===== config.mk =====
export PLATFORM = sky130hd
export DESIGN_NAME = tmcg_mode_gate
export DESIGN_NICKNAME = d
export VERILOG_FILES = /design/src/tmcg_pkg.sv /design/src/tmcg_mode_gate.sv /design/src/tmcg_cmd_filter.sv
export SDC_FILE = /design/constraint.sdc
export NUM_CORES = 1
export LEC_CHECK = 0
export ABC_AREA = 1
export BUFFER_PORTS_ARGS = -buffer_cell sky130_fd_sc_hd__buf_4
export CAP_MARGIN = 20
export CORE_MARGIN = 8
export CORE_UTILIZATION = 35
export DETAILED_ROUTE_END_ITERATION = 6
export PLACE_DENSITY = 0.71
export SLEW_MARGIN = 30
export SYNTH_ARGS = -nofsm -noshare
export SYNTH_HDL_FRONTEND = slang
export SYNTH_SLANG_ARGS = --single-unit

===== constraint.sdc =====
create_clock -name sys_clk -period 1.76 [get_ports sys_clk]
set_input_delay 0.176 -clock sys_clk [delete_from_list [all_inputs] [get_ports sys_clk]]
set_output_delay 0.176 -clock sys_clk [all_outputs]
set_load 0.05 [all_outputs]

===== src/tmcg_pkg.sv =====
// Constants, command codes, error codes and mode types for the mode gate.
package tmcg_pkg;
	typedef enum logic [2:0] {
		TMCG_LIMITED = 3'h0,
		TMCG_FULL = 3'h1,
		TMCG_REDUCED = 3'h3,
		TMCG_FAILURE = 3'h2,
		TMCG_SHUTDOWN = 3'h6
	} tmcg_mode_t;
	localparam logic [31:0] CC12_STARTUP = 32'h00000099;
	localparam logic [31:0] CC12_GETCAP = 32'h00000065;
	localparam logic [31:0] CC12_TESTRES = 32'h00000054;
	localparam logic [31:0] CC12_CONTST = 32'h00000053;
	localparam logic [31:0] CC12_SELFTEST = 32'h00000050;
	localparam logic [31:0] CC12_FUSTART = 32'h000000aa;
	localparam logic [31:0] CC12_FUDATA = 32'h000000ab;
	localparam logic [31:0] CC20_GETCAP = 32'h0000017a;
	localparam logic [31:0] CC20_TESTRES = 32'h0000017c;
	localparam logic [31:0] CC20_SELFTEST = 32'h00000143;
	localparam logic [31:0] CC20_FUSTART = 32'h0000012f;
	localparam logic [31:0] CC20_FUDATA = 32'h00000141;
	localparam logic [31:0] ERR12_FAILED = 32'h0000001c;
	localparam logic [31:0] ERR20_FAILURE = 32'h00000101;
	localparam logic [31:0] ERR_CMD_CODE = 32'h00000143;
	localparam logic [31:0] RC_SUCCESS = 32'h00000000;
endpackage


===== src/tmcg_mode_gate.sv =====
// Operating-mode supervisor and command gate with output path control.
`timescale 1ns/1ps
`default_nettype none
module tmcg_mode_gate
	import tmcg_pkg::*;
(
	input wire logic sys_clk, // 50 MHz clock
	input wire logic srst, // power-on reset, sync, active high
	input wire logic link_reset, // link reset pin, sync active high
	input wire logic presence_assert_pin, // physical presence level
	input wire logic fw_integ_fail, // boot firmware check failed, pulse
	input wire logic selftest_busy, // self-tests running, level
	input wire logic selftest_fail, // other self-test failed, pulse
	input wire logic cmd_valid, // parsed command header present, pulse
	input wire logic [31:0] cmd_code, // command code from parser
	input wire logic cmd_is_v20, // command belongs to 2.0 set
	input wire logic cmd_full_test, // self-test asks full test
	input wire logic fu_reload_prev, // upgrade start reloads old firmware
	input wire logic exec_done, // execution finished, pulse
	input wire logic exec_ok, // execution succeeded, with exec_done
	input wire logic upgrade_err, // upgrade command error detected, pulse
	input wire logic resp_has_data, // response carries data fields
	input wire logic key_busy, // key generation or zeroization active
	input wire logic resp_active, // response being shifted out
	input wire logic irq_event, // event to signal to host, pulse
	output logic dispatch, // command admitted, pulse
	output logic reject, // command refused, pulse
	output logic [31:0] reject_code, // error code with reject
	output logic data_path_en, // output data path connected
	output logic status_path_en, // output status path connected
	output logic hw_reset_loop, // shutdown reset loop request
	output logic host_interrupt_request, // interrupt to host
	output logic [2:0] mode_out // current mode
);
	// only link-facing ports exist; no maintenance access path.
	tmcg_mode_t mode_ff, nxt_mode;
	logic permit;
	logic [31:0] err_code;
	logic pend_ff; // a dispatched command awaits completion
	logic [31:0] pend_code_ff;
	logic pend_v20_ff, pend_full_ff, pend_reload_ff;
	logic has_data_ff;
	logic irq_ff;

	tmcg_cmd_filter u_filter (
		.mode(mode_ff),
		.cmd_code(cmd_code),
		.is_v20(cmd_is_v20),
		.permit(permit),
		.err_code(err_code)
	);

	// the parser delivers code and operands separately; we gate the code.
	always_comb begin
		nxt_mode = mode_ff;
		case (mode_ff)
			TMCG_LIMITED, TMCG_FULL: begin
				if (mode_ff == TMCG_LIMITED && pend_ff && exec_done && exec_ok &&
					pend_full_ff && (pend_v20_ff ? pend_code_ff == CC20_SELFTEST
					: pend_code_ff == CC12_SELFTEST))
					nxt_mode = TMCG_FULL;
				if (upgrade_err)
					nxt_mode = TMCG_REDUCED;
				if (selftest_fail)
					nxt_mode = TMCG_FAILURE;
			end
			TMCG_REDUCED: begin
				if (pend_ff && exec_done && exec_ok && pend_reload_ff &&
					(pend_code_ff == CC12_FUSTART || pend_code_ff == CC20_FUSTART))
					nxt_mode = TMCG_LIMITED;
				if (selftest_fail)
					nxt_mode = TMCG_FAILURE;
			end
			TMCG_FAILURE: nxt_mode = TMCG_FAILURE;
			TMCG_SHUTDOWN: nxt_mode = TMCG_SHUTDOWN;
			default: nxt_mode = TMCG_LIMITED;
		endcase
		if (fw_integ_fail)
			nxt_mode = TMCG_SHUTDOWN;
	end

	// Shutdown survives the link reset; only a power reset clears it.
	always_ff @(posedge sys_clk) begin
		if (srst)
			mode_ff <= TMCG_LIMITED;
		else if (link_reset && mode_ff != TMCG_SHUTDOWN)
			mode_ff <= TMCG_LIMITED;
		else
			mode_ff <= nxt_mode;
	end

	always_ff @(posedge sys_clk) begin
		if (srst || link_reset) begin
			dispatch <= 1'b0;
			reject <= 1'b0;
			reject_code <= RC_SUCCESS;
		end else begin
			dispatch <= cmd_valid && permit && !pend_ff;
			reject <= cmd_valid && !permit;
			reject_code <= (cmd_valid && !permit) ? err_code : RC_SUCCESS;
		end
	end

	always_ff @(posedge sys_clk) begin
		if (srst || link_reset) begin
			pend_ff <= 1'b0;
			pend_code_ff <= RC_SUCCESS;
			pend_v20_ff <= 1'b0;
			pend_full_ff <= 1'b0;
			pend_reload_ff <= 1'b0;
			has_data_ff <= 1'b0;
		end else if (cmd_valid && permit && !pend_ff) begin
			pend_ff <= 1'b1;
			pend_code_ff <= cmd_code;
			pend_v20_ff <= cmd_is_v20;
			pend_full_ff <= cmd_full_test;
			pend_reload_ff <= fu_reload_prev;
			has_data_ff <= 1'b0;
		end else if (exec_done) begin
			pend_ff <= 1'b0;
			has_data_ff <= exec_ok && resp_has_data;
		end else if (!resp_active && !pend_ff) begin
			has_data_ff <= 1'b0;
		end
	end

	// Blocking data is cheaper than proving each response clean in every error.
	always_ff @(posedge sys_clk) begin
		if (srst || link_reset) begin
			data_path_en <= 1'b0;
			status_path_en <= 1'b0;
		end else begin
			data_path_en <= resp_active && has_data_ff && !key_busy &&
				!selftest_busy && (mode_ff == TMCG_LIMITED ||
				mode_ff == TMCG_FULL);
			status_path_en <= resp_active && mode_ff != TMCG_SHUTDOWN;
		end
	end

	always_ff @(posedge sys_clk) begin
		if (srst)
			hw_reset_loop <= 1'b0;
		else
			hw_reset_loop <= (mode_ff == TMCG_SHUTDOWN);
	end

	always_ff @(posedge sys_clk) begin
		if (srst || link_reset)
			irq_ff <= 1'b0;
		else if (irq_event || reject)
			irq_ff <= 1'b1;
		else if (resp_active)
			irq_ff <= 1'b0;
	end

	assign host_interrupt_request = irq_ff;
	assign mode_out = mode_ff;
	logic unused_pin;
	assign unused_pin = presence_assert_pin;
endmodule // tmcg_mode_gate
`default_nettype wire


===== src/tmcg_cmd_filter.sv =====
// Per-mode command permission check and error code selection.
`timescale 1ns/1ps
`default_nettype none
module tmcg_cmd_filter
	import tmcg_pkg::*;
(
	input wire tmcg_mode_t mode, // current mode
	input wire logic [31:0] cmd_code, // command code
	input wire logic is_v20, // command uses the 2.0 set
	output logic permit, // command may execute
	output logic [31:0] err_code // mode error when refused
);
	always_comb begin
		permit = 1'b1;
		err_code = RC_SUCCESS;
		case (mode)
			TMCG_FAILURE: begin
				permit = is_v20 ? (cmd_code == CC20_GETCAP || cmd_code == CC20_TESTRES)
					: (cmd_code == CC12_STARTUP || cmd_code == CC12_GETCAP ||
					cmd_code == CC12_TESTRES);
				err_code = is_v20 ? ERR20_FAILURE : ERR12_FAILED;
			end
			TMCG_REDUCED: begin
				permit = is_v20 ? (cmd_code == CC20_FUSTART || cmd_code == CC20_FUDATA ||
					cmd_code == CC20_GETCAP || cmd_code == CC20_TESTRES ||
					cmd_code == CC20_SELFTEST)
					: (cmd_code == CC12_FUSTART || cmd_code == CC12_FUDATA ||
					cmd_code == CC12_GETCAP || cmd_code == CC12_TESTRES ||
					cmd_code == CC12_CONTST);
				err_code = ERR_CMD_CODE;
			end
			TMCG_SHUTDOWN: begin
				permit = 1'b0;
				err_code = is_v20 ? ERR20_FAILURE : ERR12_FAILED;
			end
			default: begin
				permit = 1'b1;
				err_code = RC_SUCCESS;
			end
		endcase
	end
endmodule // tmcg_cmd_filter
`default_nettype wire


; ---- Word-level counts from Yosys, hierarchy flattened
; Cells that the tools add are included.
[classes]
n_eq_ne = 24
mux = 19
bitwise = 1
reduce_logical = 52
[op_table]
columns = op, n
row1 = == test 32 x 9 -> 1 bit (second input constant), 7
row2 = == test 32 x 7 -> 1 bit (second input constant), 4
row3 = == test 32 x 8 -> 1 bit (second input constant), 4
row4 = one-hot mux 32 bit (2 select lines), 1
row5 = logical AND 1 bit, 20
row6 = 2-to-1 mux 3 bit, 6
row7 = logical OR 1 bit, 15
row8 = one-hot mux 3 bit (4 select lines), 1
row9 = OR reduction 2 bit, 5
row10 = 2-to-1 mux 1 bit, 9
row11 = 2-to-1 mux 9 bit, 1
row12 = != test 4 bit (second input constant), 2
row13 = == test 3 x 2 -> 1 bit (second input constant), 2
row14 = != test 3 bit (second input constant), 2
row15 = nonzero test 2 bit, 3
row16 = zero test 1 bit, 5
row17 = != test 5 bit (second input constant), 1
row18 = AND reduction 2 bit, 2
row19 = == test 3 x 1 -> 1 bit (second input constant), 1
row20 = == test 3 bit (second input constant), 1
row21 = zero test 3 bit, 1
row22 = one-hot mux 1 bit (3 select lines), 1
row23 = OR reduction 3 bit, 1
row24 = NOT 1 bit, 1
[word_totals]
regBits = 78

; ---- Longest topological paths before layout
; Gate-level depths: netlist of run 1.
[depth]
word_depth = 11
depth_mapped = 15
mapped_depth_nobuf = 13

; ---- Modules after synthesis
; From an unflattened synthesis of run 1, not the netlist that was laid out.
[unflattened]
cells_unflattened = 504
area_unflattened_um2 = 3494.6
[by_module_without_submodules]
columns = module, n_inst, cells_each, area_each_um2, seq_area_each_um2
row1 = tmcg_mode_gate, 1, 379, 2846.5, 1561.5
row2 = tmcg_cmd_filter, 1, 125, 648.1, 0.0

; ---- Worst setup path after synthesis of run 1
; Ideal clock, no wire load.
[synth_path]
path_type = flip-flop to flip-flop
start = register mode_ff[1], in the netlist mode_out[1]
end = register pend_code_ff[13]
t_arrival_ps = 1688
required_time_ps = 1645
path_slack_ps = -43
stages_incl_launch_ff = 12
path_buffers = 2
cell_sequence = dfxtp_1 inv_1 nor2_1 nand2_1 a21oi_2 nand2_1 nand3_4 nand2_2 buf_6 buf_6 nand3_1 nand2_1
[synth_between]
elab_chain_cells = 4
elab_cells_between_ends = 6
classes_between = 3 x eq/ne / 1 x mux / 2 x reduce/logical
[synth_rtl]
columns = item, line_no
row1 = "start, declared", tmcg_mode_gate.sv:36  ; tmcg_mode_t mode_ff, nxt_mode;
row2 = "start signal, assigned", tmcg_mode_gate.sv:89  ; mode_ff <= nxt_mode;
row3 = == test 3 bit / == test 3 x 2 -> 1 bit (equally long branches), tmcg_cmd_filter.sv:16  ; case (mode)
row4 = one-hot mux 1 bit (3 select lines) (*), tmcg_cmd_filter.sv:16
row5 = logical AND 1 bit (*) (2 in series), tmcg_mode_gate.sv:112  ; end else if (cmd_valid && permit && !pend_ff) begin
row6 = "end signal, assigned", tmcg_mode_gate.sv:114  ; pend_code_ff <= cmd_code;
row7 = "end, declared", tmcg_mode_gate.sv:40  ; logic [31:0] pend_code_ff;
; Mark *: on every way between the ends. The rest lies on a longest branch, timed or not.
; A chain may end at the register's enable or synchronous reset.

; ---- Final worst setup path of run 1
[layout_path]
start = register mode_ff[2], in the netlist mode_out[2]
end = register data_path_en
[layout_between]
elab_chain_cells = 3
elab_cells_between_ends = 4
classes_between = 1 x eq/ne / 3 x reduce/logical
[layout_rtl]
columns = item, line_no
row1 = == test 3 x 1 -> 1 bit / zero test 3 bit (equally long branches), "tmcg_mode_gate.sv:135, tmcg_mode_gate.sv:134"
row2 = logical OR 1 bit (*), tmcg_mode_gate.sv:134  ; !selftest_busy && (mode_ff == TMCG_LIMITED ||
row3 = logical AND 1 bit (*), tmcg_mode_gate.sv:134
row4 = "end signal, assigned", tmcg_mode_gate.sv:133  ; data_path_en <= resp_active && has_data_ff && !key_busy &&
row5 = "end, declared", tmcg_mode_gate.sv:29  ; output logic data_path_en,
; Marks and branches as above.

==> impl_metrics.env, run 1 <==
export IMPL_period_needed_ps=1570
export IMPL_crit_arrival_ps=1830
export IMPL_worst_setup_path_start_kind="register"
export IMPL_grt_max_degree=41
export IMPL_drc=0
export IMPL_via_per_inst=4.82
export IMPL_crit_fanout=4
export IMPL_grt_pass1_vias=2642
export IMPL_clk_latency_ps=310
export IMPL_setup_viol_count_final=0
export IMPL_io_buffers=64
export IMPL_num_vias=2621
export IMPL_ys_warnings_count=0
export IMPL_drive_above_1_share=0.253
export IMPL_rows=32
export IMPL_crit_path_end_kind="register"
export IMPL_status="finished clean"
export IMPL_clkSlewWorstSetupHoldPaths_ps=90
export IMPL_power_total_mw=2.51
export IMPL_grt_overflow=0
export IMPL_finalWirelength_um=6810
export IMPL_max_freq_mhz=638
export IMPL_area_delta_synth_final_pct=22.7
export IMPL_yosys_area_top_type_share=0.360
export IMPL_grt_pass1_wl_um=11700
export IMPL_cts_resized=0
export IMPL_syn_area_mm2=0.00272
export IMPL_antenna_left=0
export IMPL_yosysUniqueCellTypes=31
export IMPL_die_h_um=104
export IMPL_cts_root_buf="clkbuf_8"
export IMPL_async_reset_ff_frac=0
export IMPL_synth_area_leader_cell="dfxtp_1"
export IMPL_wire_per_inst_um=12.5
export IMPL_die_area_mm2=0.0109
export IMPL_dr_pass1_iters=4
export IMPL_grt_usage=0.128
export IMPL_place_congestion=0.884
export IMPL_die_w_um=104
export IMPL_hold_path_class="primary input to register"
export IMPL_final_core_util=0.437
export IMPL_numClockSinks=49
export IMPL_p_leak_nw=1.53
export IMPL_hpwl_um=5390
export IMPL_synthCells=382
export IMPL_yosys_register_bits=49
export IMPL_cts_buffer_depth=2
export IMPL_finalHoldViolations=0
export IMPL_post_cts_buffers=0
export IMPL_antenna_found_initial=0
export IMPL_final_cell_mix="nand2_1 (78), buf_4 (71), dfxtp_1 (48)"
export IMPL_synth_enable_flop_cells=0
export IMPL_hold_buffers=0
export IMPL_final_common_cell="nand2_1"
export IMPL_htreeDepth=2
export IMPL_layoutNonFillerInstCount=544
export IMPL_postLayoutCellArea_mm2=0.00334
export IMPL_synth_area_leaders="dfxtp_1 (36%), nand2_1 (11%), nand4_1 (9.9%)"
export IMPL_fin_worst_skew_ps=8.30
export IMPL_rsz0062_at_grt="false"
export IMPL_ys_flop_type="dfxtp_1"
export IMPL_syn_avg_cell_area_um2=7.13
export IMPL_fp_coreArea_mm2=0.00765
export IMPL_pin_count=91
export IMPL_cts_tree="done"
export IMPL_n_antenna_cell=0
export IMPL_nets=491
export IMPL_p_per_area_mw_per_mm2=751
export IMPL_ir_drop_mv=0.293
export IMPL_drtIter0Drc=156
export IMPL_maxSlewViolCount=0
export IMPL_cp_required_ps=2020
export IMPL_ys_seq_area_frac=0.360
export IMPL_cts_made_buffers=5
export IMPL_maxCapViolations=0
export IMPL_postPlaceCellArea_mm2=0.00321
export IMPL_fin_crit_sh=0.891
export IMPL_dp_cells=534
export IMPL_start_util=0.356
export IMPL_criticalPathCategory="register to register"
-- final timing paths --
check	startpoint	to	slack (ps)	cells past startpoint
max reg2reg	mode_out[2]	data_path_en	190	4
max	mode_out[2]	data_path_en	190	4
min reg2reg	pend_code_ff[6]	pend_code_ff[6]	470	2
min	srst	hw_reset_loop	70	2
-- cells by family (layout without fill, tap and decap cells) --
family,count (synthesis),count (layout),share of synthesized area
other,1,25,0.00138
AND/OR/NAND/NOR,244,244,0.454
AO/OA/AOI/OAI,14,14,0.0322
flip-flops,49,49,0.360
buffers and inverters,74,110,0.153
-- area by class of cell --
type	count	area [µm²]
sequential	49	982
multi-input combinational	283	1430
clock buffer	6	72.6
fill	778	4310
clock inverter	2	38.8
tap	102	128
inverter	27	101
timing repair buffer	75	593
-- through the flow --
step                hold slack (ps)  worst slack (ps)  TNS [ps]
floorplan                       253              31.9         0
global placement                341             -65.3     -1850
detailed placement              341             -94.2     -2510
CTS                            4.01               236         0
global route                   65.9              60.8         0
finish                         66.5               192         0
-- cell usage after synthesis, types with 3 or more instances --
library cell	count
nand2_1	78
dfxtp_1	49
nor2_1	49
nand4_1	43
nand3_1	33
buf_4	29
inv_1	24
nand3_2	15
clkbuf_1	8
nor2_2	6
nor3_1	6
a21oi_1	5
buf_2	5
nor4_1	5
buf_6	3
inv_2	3
o21ai_0	3
-- power by group --
part | leakage, nW | internal (mW) | switching [mW]
Clock | 0.0554 | 0.427 | 0.382
Sequential | 0.399 | 1.14 | 0.0269
Combinational | 1.08 | 0.169 | 0.361
-- worst max-delay path, cell delays in order, from the launching register on --
cell and delay (ps):
dfxtp_1 350, nor2_1 240, nand3_1 120, nor4b_1 230
dlygate4sd3_1 580
-- layer usage --
layer / GRT usage / routed length, µm / vias up
li1: - / - / 1348
met1: 0.151 / 3050 / 1183
met2: 0.209 / 3240 / 80
met3: 0.0403 / 396 / 10
met4: 0.0538 / 121 / 0
met5: 0 / 0 / -
-- registers in the layout, indices dropped and copies added, names as in the netlist --
| name | flops |
|---|---|
| pend_v20_ff | 1 |
| pend_code_ff | 32 |
| reject_code | 3 |
| pend_ff | 1 |
| hw_reset_loop | 1 |
| host_interrupt_request | 1 |
| dispatch | 1 |
| status_path_en | 1 |
| data_path_en | 1 |
| pend_reload_ff | 1 |
| reject | 1 |
| has_data_ff | 1 |
| pend_full_ff | 1 |
| mode_out | 3 |
Note: power is estimated with default switching activity, not from simulation.
==> run 2, diff against run 1 <==
--- a/config.mk
+++ b/config.mk
@@ -5,7 +5,7 @@
 export SDC_FILE = /design/constraint.sdc
 export NUM_CORES = 1
 export LEC_CHECK = 0
-export ABC_AREA = 1
+export ABC_AREA = 0
 export BUFFER_PORTS_ARGS = -buffer_cell sky130_fd_sc_hd__buf_4
 export CAP_MARGIN = 20
 export CORE_MARGIN = 8
==> impl_metrics.env, run 2 <==
export IMPL_status="finished clean"
export IMPL_drc=0
export IMPL_fill_cells=746
export IMPL_drtIter0Drc=100
export IMPL_p_leak_nw=1.44
export IMPL_synth_enable_flop_cells=0
export IMPL_cts_made_buffers=5
export IMPL_die_area_mm2=0.0108
export IMPL_nets=454
export IMPL_maxCapViolations=0
export IMPL_crit_path_end_kind="register"
export IMPL_pre_cts_ws_ps=-326
export IMPL_relSlewSlack=0.488
export IMPL_ir_drop_mv=0.347
export IMPL_finalHoldViolations=0
export IMPL_max_freq_mhz=572
export IMPL_die_w_um=104
export IMPL_crit_top_cell="buf_4"
export IMPL_yosysMostFrequentCell="dfxtp_1"
export IMPL_antenna_left=0
export IMPL_grt_usage=0.135
export IMPL_async_reset_ff_frac=0
export IMPL_cts_root_buf="clkbuf_8"
export IMPL_syn_area_mm2=0.00271
export IMPL_grt_pass1_vias=2518
export IMPL_ys_flop_type="dfxtp_1"
export IMPL_p_per_area_mw_per_mm2=716
export IMPL_yosys_area_top_type_share=0.363
export IMPL_cpPeakStageDelay_ps=390
export IMPL_fin_ws_ps=11.5
export IMPL_holdWs_ps=51.5
export IMPL_grt_pass1_wl_um=12300
export IMPL_clk_latency_ps=300
export IMPL_cts_tree="done"
export IMPL_r2r_setup_slack_ps=10
export IMPL_multi_input_comb_area_mm2=0.00153
export IMPL_setup_viol_count_final=0
export IMPL_synth_area_leader_cell="dfxtp_1"
export IMPL_yosysUniqueCellTypes=52
export IMPL_cp_required_ps=1920
export IMPL_yosys_register_bits=49
export IMPL_numClockSinks=49
export IMPL_hpwl_um=5780
export IMPL_ys_seq_area_frac=0.363
export IMPL_n_antenna_cell=0
export IMPL_grt_overflow=0
export IMPL_hold_buffers=0
export IMPL_crit_arrival_ps=1910
export IMPL_io_buffers=64
export IMPL_maxSlewViolCount=0
export IMPL_rows=32
export IMPL_synth_area_leaders="dfxtp_1 (36%), buf_4 (8.6%), nand3_1 (6.8%)"
export IMPL_final_cell_mix="buf_4 (106), dfxtp_1 (46), nand3_1 (37)"
export IMPL_fin_crit_sh=0.993
export IMPL_crit_chain="buf_4, nor4_2, nand4_1, buf_4, o41ai_4, buf_4, o311ai_4, buf_4, nand3_1, a21oi_2"
export IMPL_ys_warnings_count=0
export IMPL_crit_fanout=12
export IMPL_slowest_stage="o41ai_4"
export IMPL_criticalPathCategory="primary input to register"
export IMPL_pin_count=91
export IMPL_fp_coreArea_mm2=0.00761
export IMPL_clkSlewWorstSetupHoldPaths_ps=90
export IMPL_largest_reg_flops=32
export IMPL_via_per_inst=5.12
export IMPL_regMostFlops="pend_code_ff"
export IMPL_path_delay_family="buffers and inverters"
export IMPL_area_delta_synth_final_pct=37.0
export IMPL_worst_setup_path_start_kind="primary input"
export IMPL_synthCells=309
export IMPL_crit_buf_inv=4
export IMPL_grt_max_degree=39
export IMPL_synth_common_cells="dfxtp_1 (49), nand3_1 (37), a21oi_1 (36)"
export IMPL_cts_buffer_depth=2
export IMPL_period_needed_ps=1750
export IMPL_start_util=0.356
export IMPL_register_area_um2=992
export IMPL_dr_pass1_iters=5
export IMPL_final_core_util=0.487
export IMPL_wire_per_inst_um=14.8
export IMPL_drive_above_1_share=0.405
export IMPL_die_h_um=104
export IMPL_final_common_cell="buf_4"
export IMPL_antenna_found_initial=0
export IMPL_finalWirelength_um=7530
export IMPL_fin_worst_skew_ps=6.14
export IMPL_hold_path_class="primary input to register"
export IMPL_rsz0062_at_grt="true"
export IMPL_syn_avg_cell_area_um2=8.75
export IMPL_htreeDepth=2
export IMPL_num_vias=2597
export IMPL_place_congestion=0.795
export IMPL_tightest_slew_ps=768
==> run 2: cell type report <==
| class | count | share of cell area |
|---|---|---|
| sequential | 49 | 0.268 |
| inverter | 3 | 0.00371 |
| tap | 102 | 0.0344 |
| multi-input combinational | 233 | 0.412 |
| clock inverter | 2 | 0.00945 |
| clock buffer | 6 | 0.0253 |
| timing repair buffer | 112 | 0.247 |
==> run 2: final timing paths <==
kind / start / end / cells after the start
hold / removal: fw_integ_fail / mode_out[0] / 2
hold reg to reg: pend_code_ff[12] / pend_code_ff[12] / 2
setup / recovery: cmd_code[19] / pend_code_ff[7] / 10
setup reg to reg: mode_out[1] / pend_code_ff[7] / 8
==> run 2: where the power goes <==
| part | internal, mW | total [mW] | switching (mW) | leakage (nW) |
|---|---|---|---|---|
| Sequential | 1.14 | 1.17 | 0.0258 | 0.400 |
| Combinational | 0.248 | 0.610 | 0.362 | 0.971 |
| Clock | 0.507 | 0.881 | 0.374 | 0.0663 |
==> run 2: cells by family (layout without fill, tap and decap cells) <==
| group | Yosys count | after routing | share of synthesized area |
|---|---|---|---|
| other cells | 1 | 25 | 0.00139 |
| simple gates | 111 | 111 | 0.243 |
| flops | 49 | 49 | 0.363 |
| compound gates | 96 | 96 | 0.235 |
| buf+inv | 51 | 123 | 0.154 |
| xor+xnor | 1 | 1 | 0.00324 |
==> run 2: stage by stage <==
| stage | total power [mW] | setup TNS (ps) | instances | cell area, µm² |
|---|---|---|---|---|
| after detailed placement | 1.77 | -11310 | 496 | 3470 |
| after global placement | 1.77 | -10830 | 496 | 3470 |
| final | 2.66 | 0 | 507 | 3710 |
| after floorplan | 1.60 | -148 | 333 | 2870 |
| after CTS | 2.65 | 0 | 504 | 3640 |
| after global routing | 2.76 | -1690 | 507 | 3710 |
==> run 2: repair_timing <==
| item | 4_1_cts | 5_1_grt |
|---|---|---|
| cloned | 0 | 0 |
| endpoints found under the setup margin | 6 | 39 |
| pin swaps | 3 | 5 |
| resized for setup | 9 | 13 |
| setup buffers | 0 | 3 |
==> run 2: routing by layer <==
metal,global-route usage,part of all wire,vias up
met5,0,0,-
met3,0.0359,0.059,9
met1,0.162,0.43,1209
met4,0.0414,0.014,0
met2,0.228,0.50,96
li1,-,-,1283
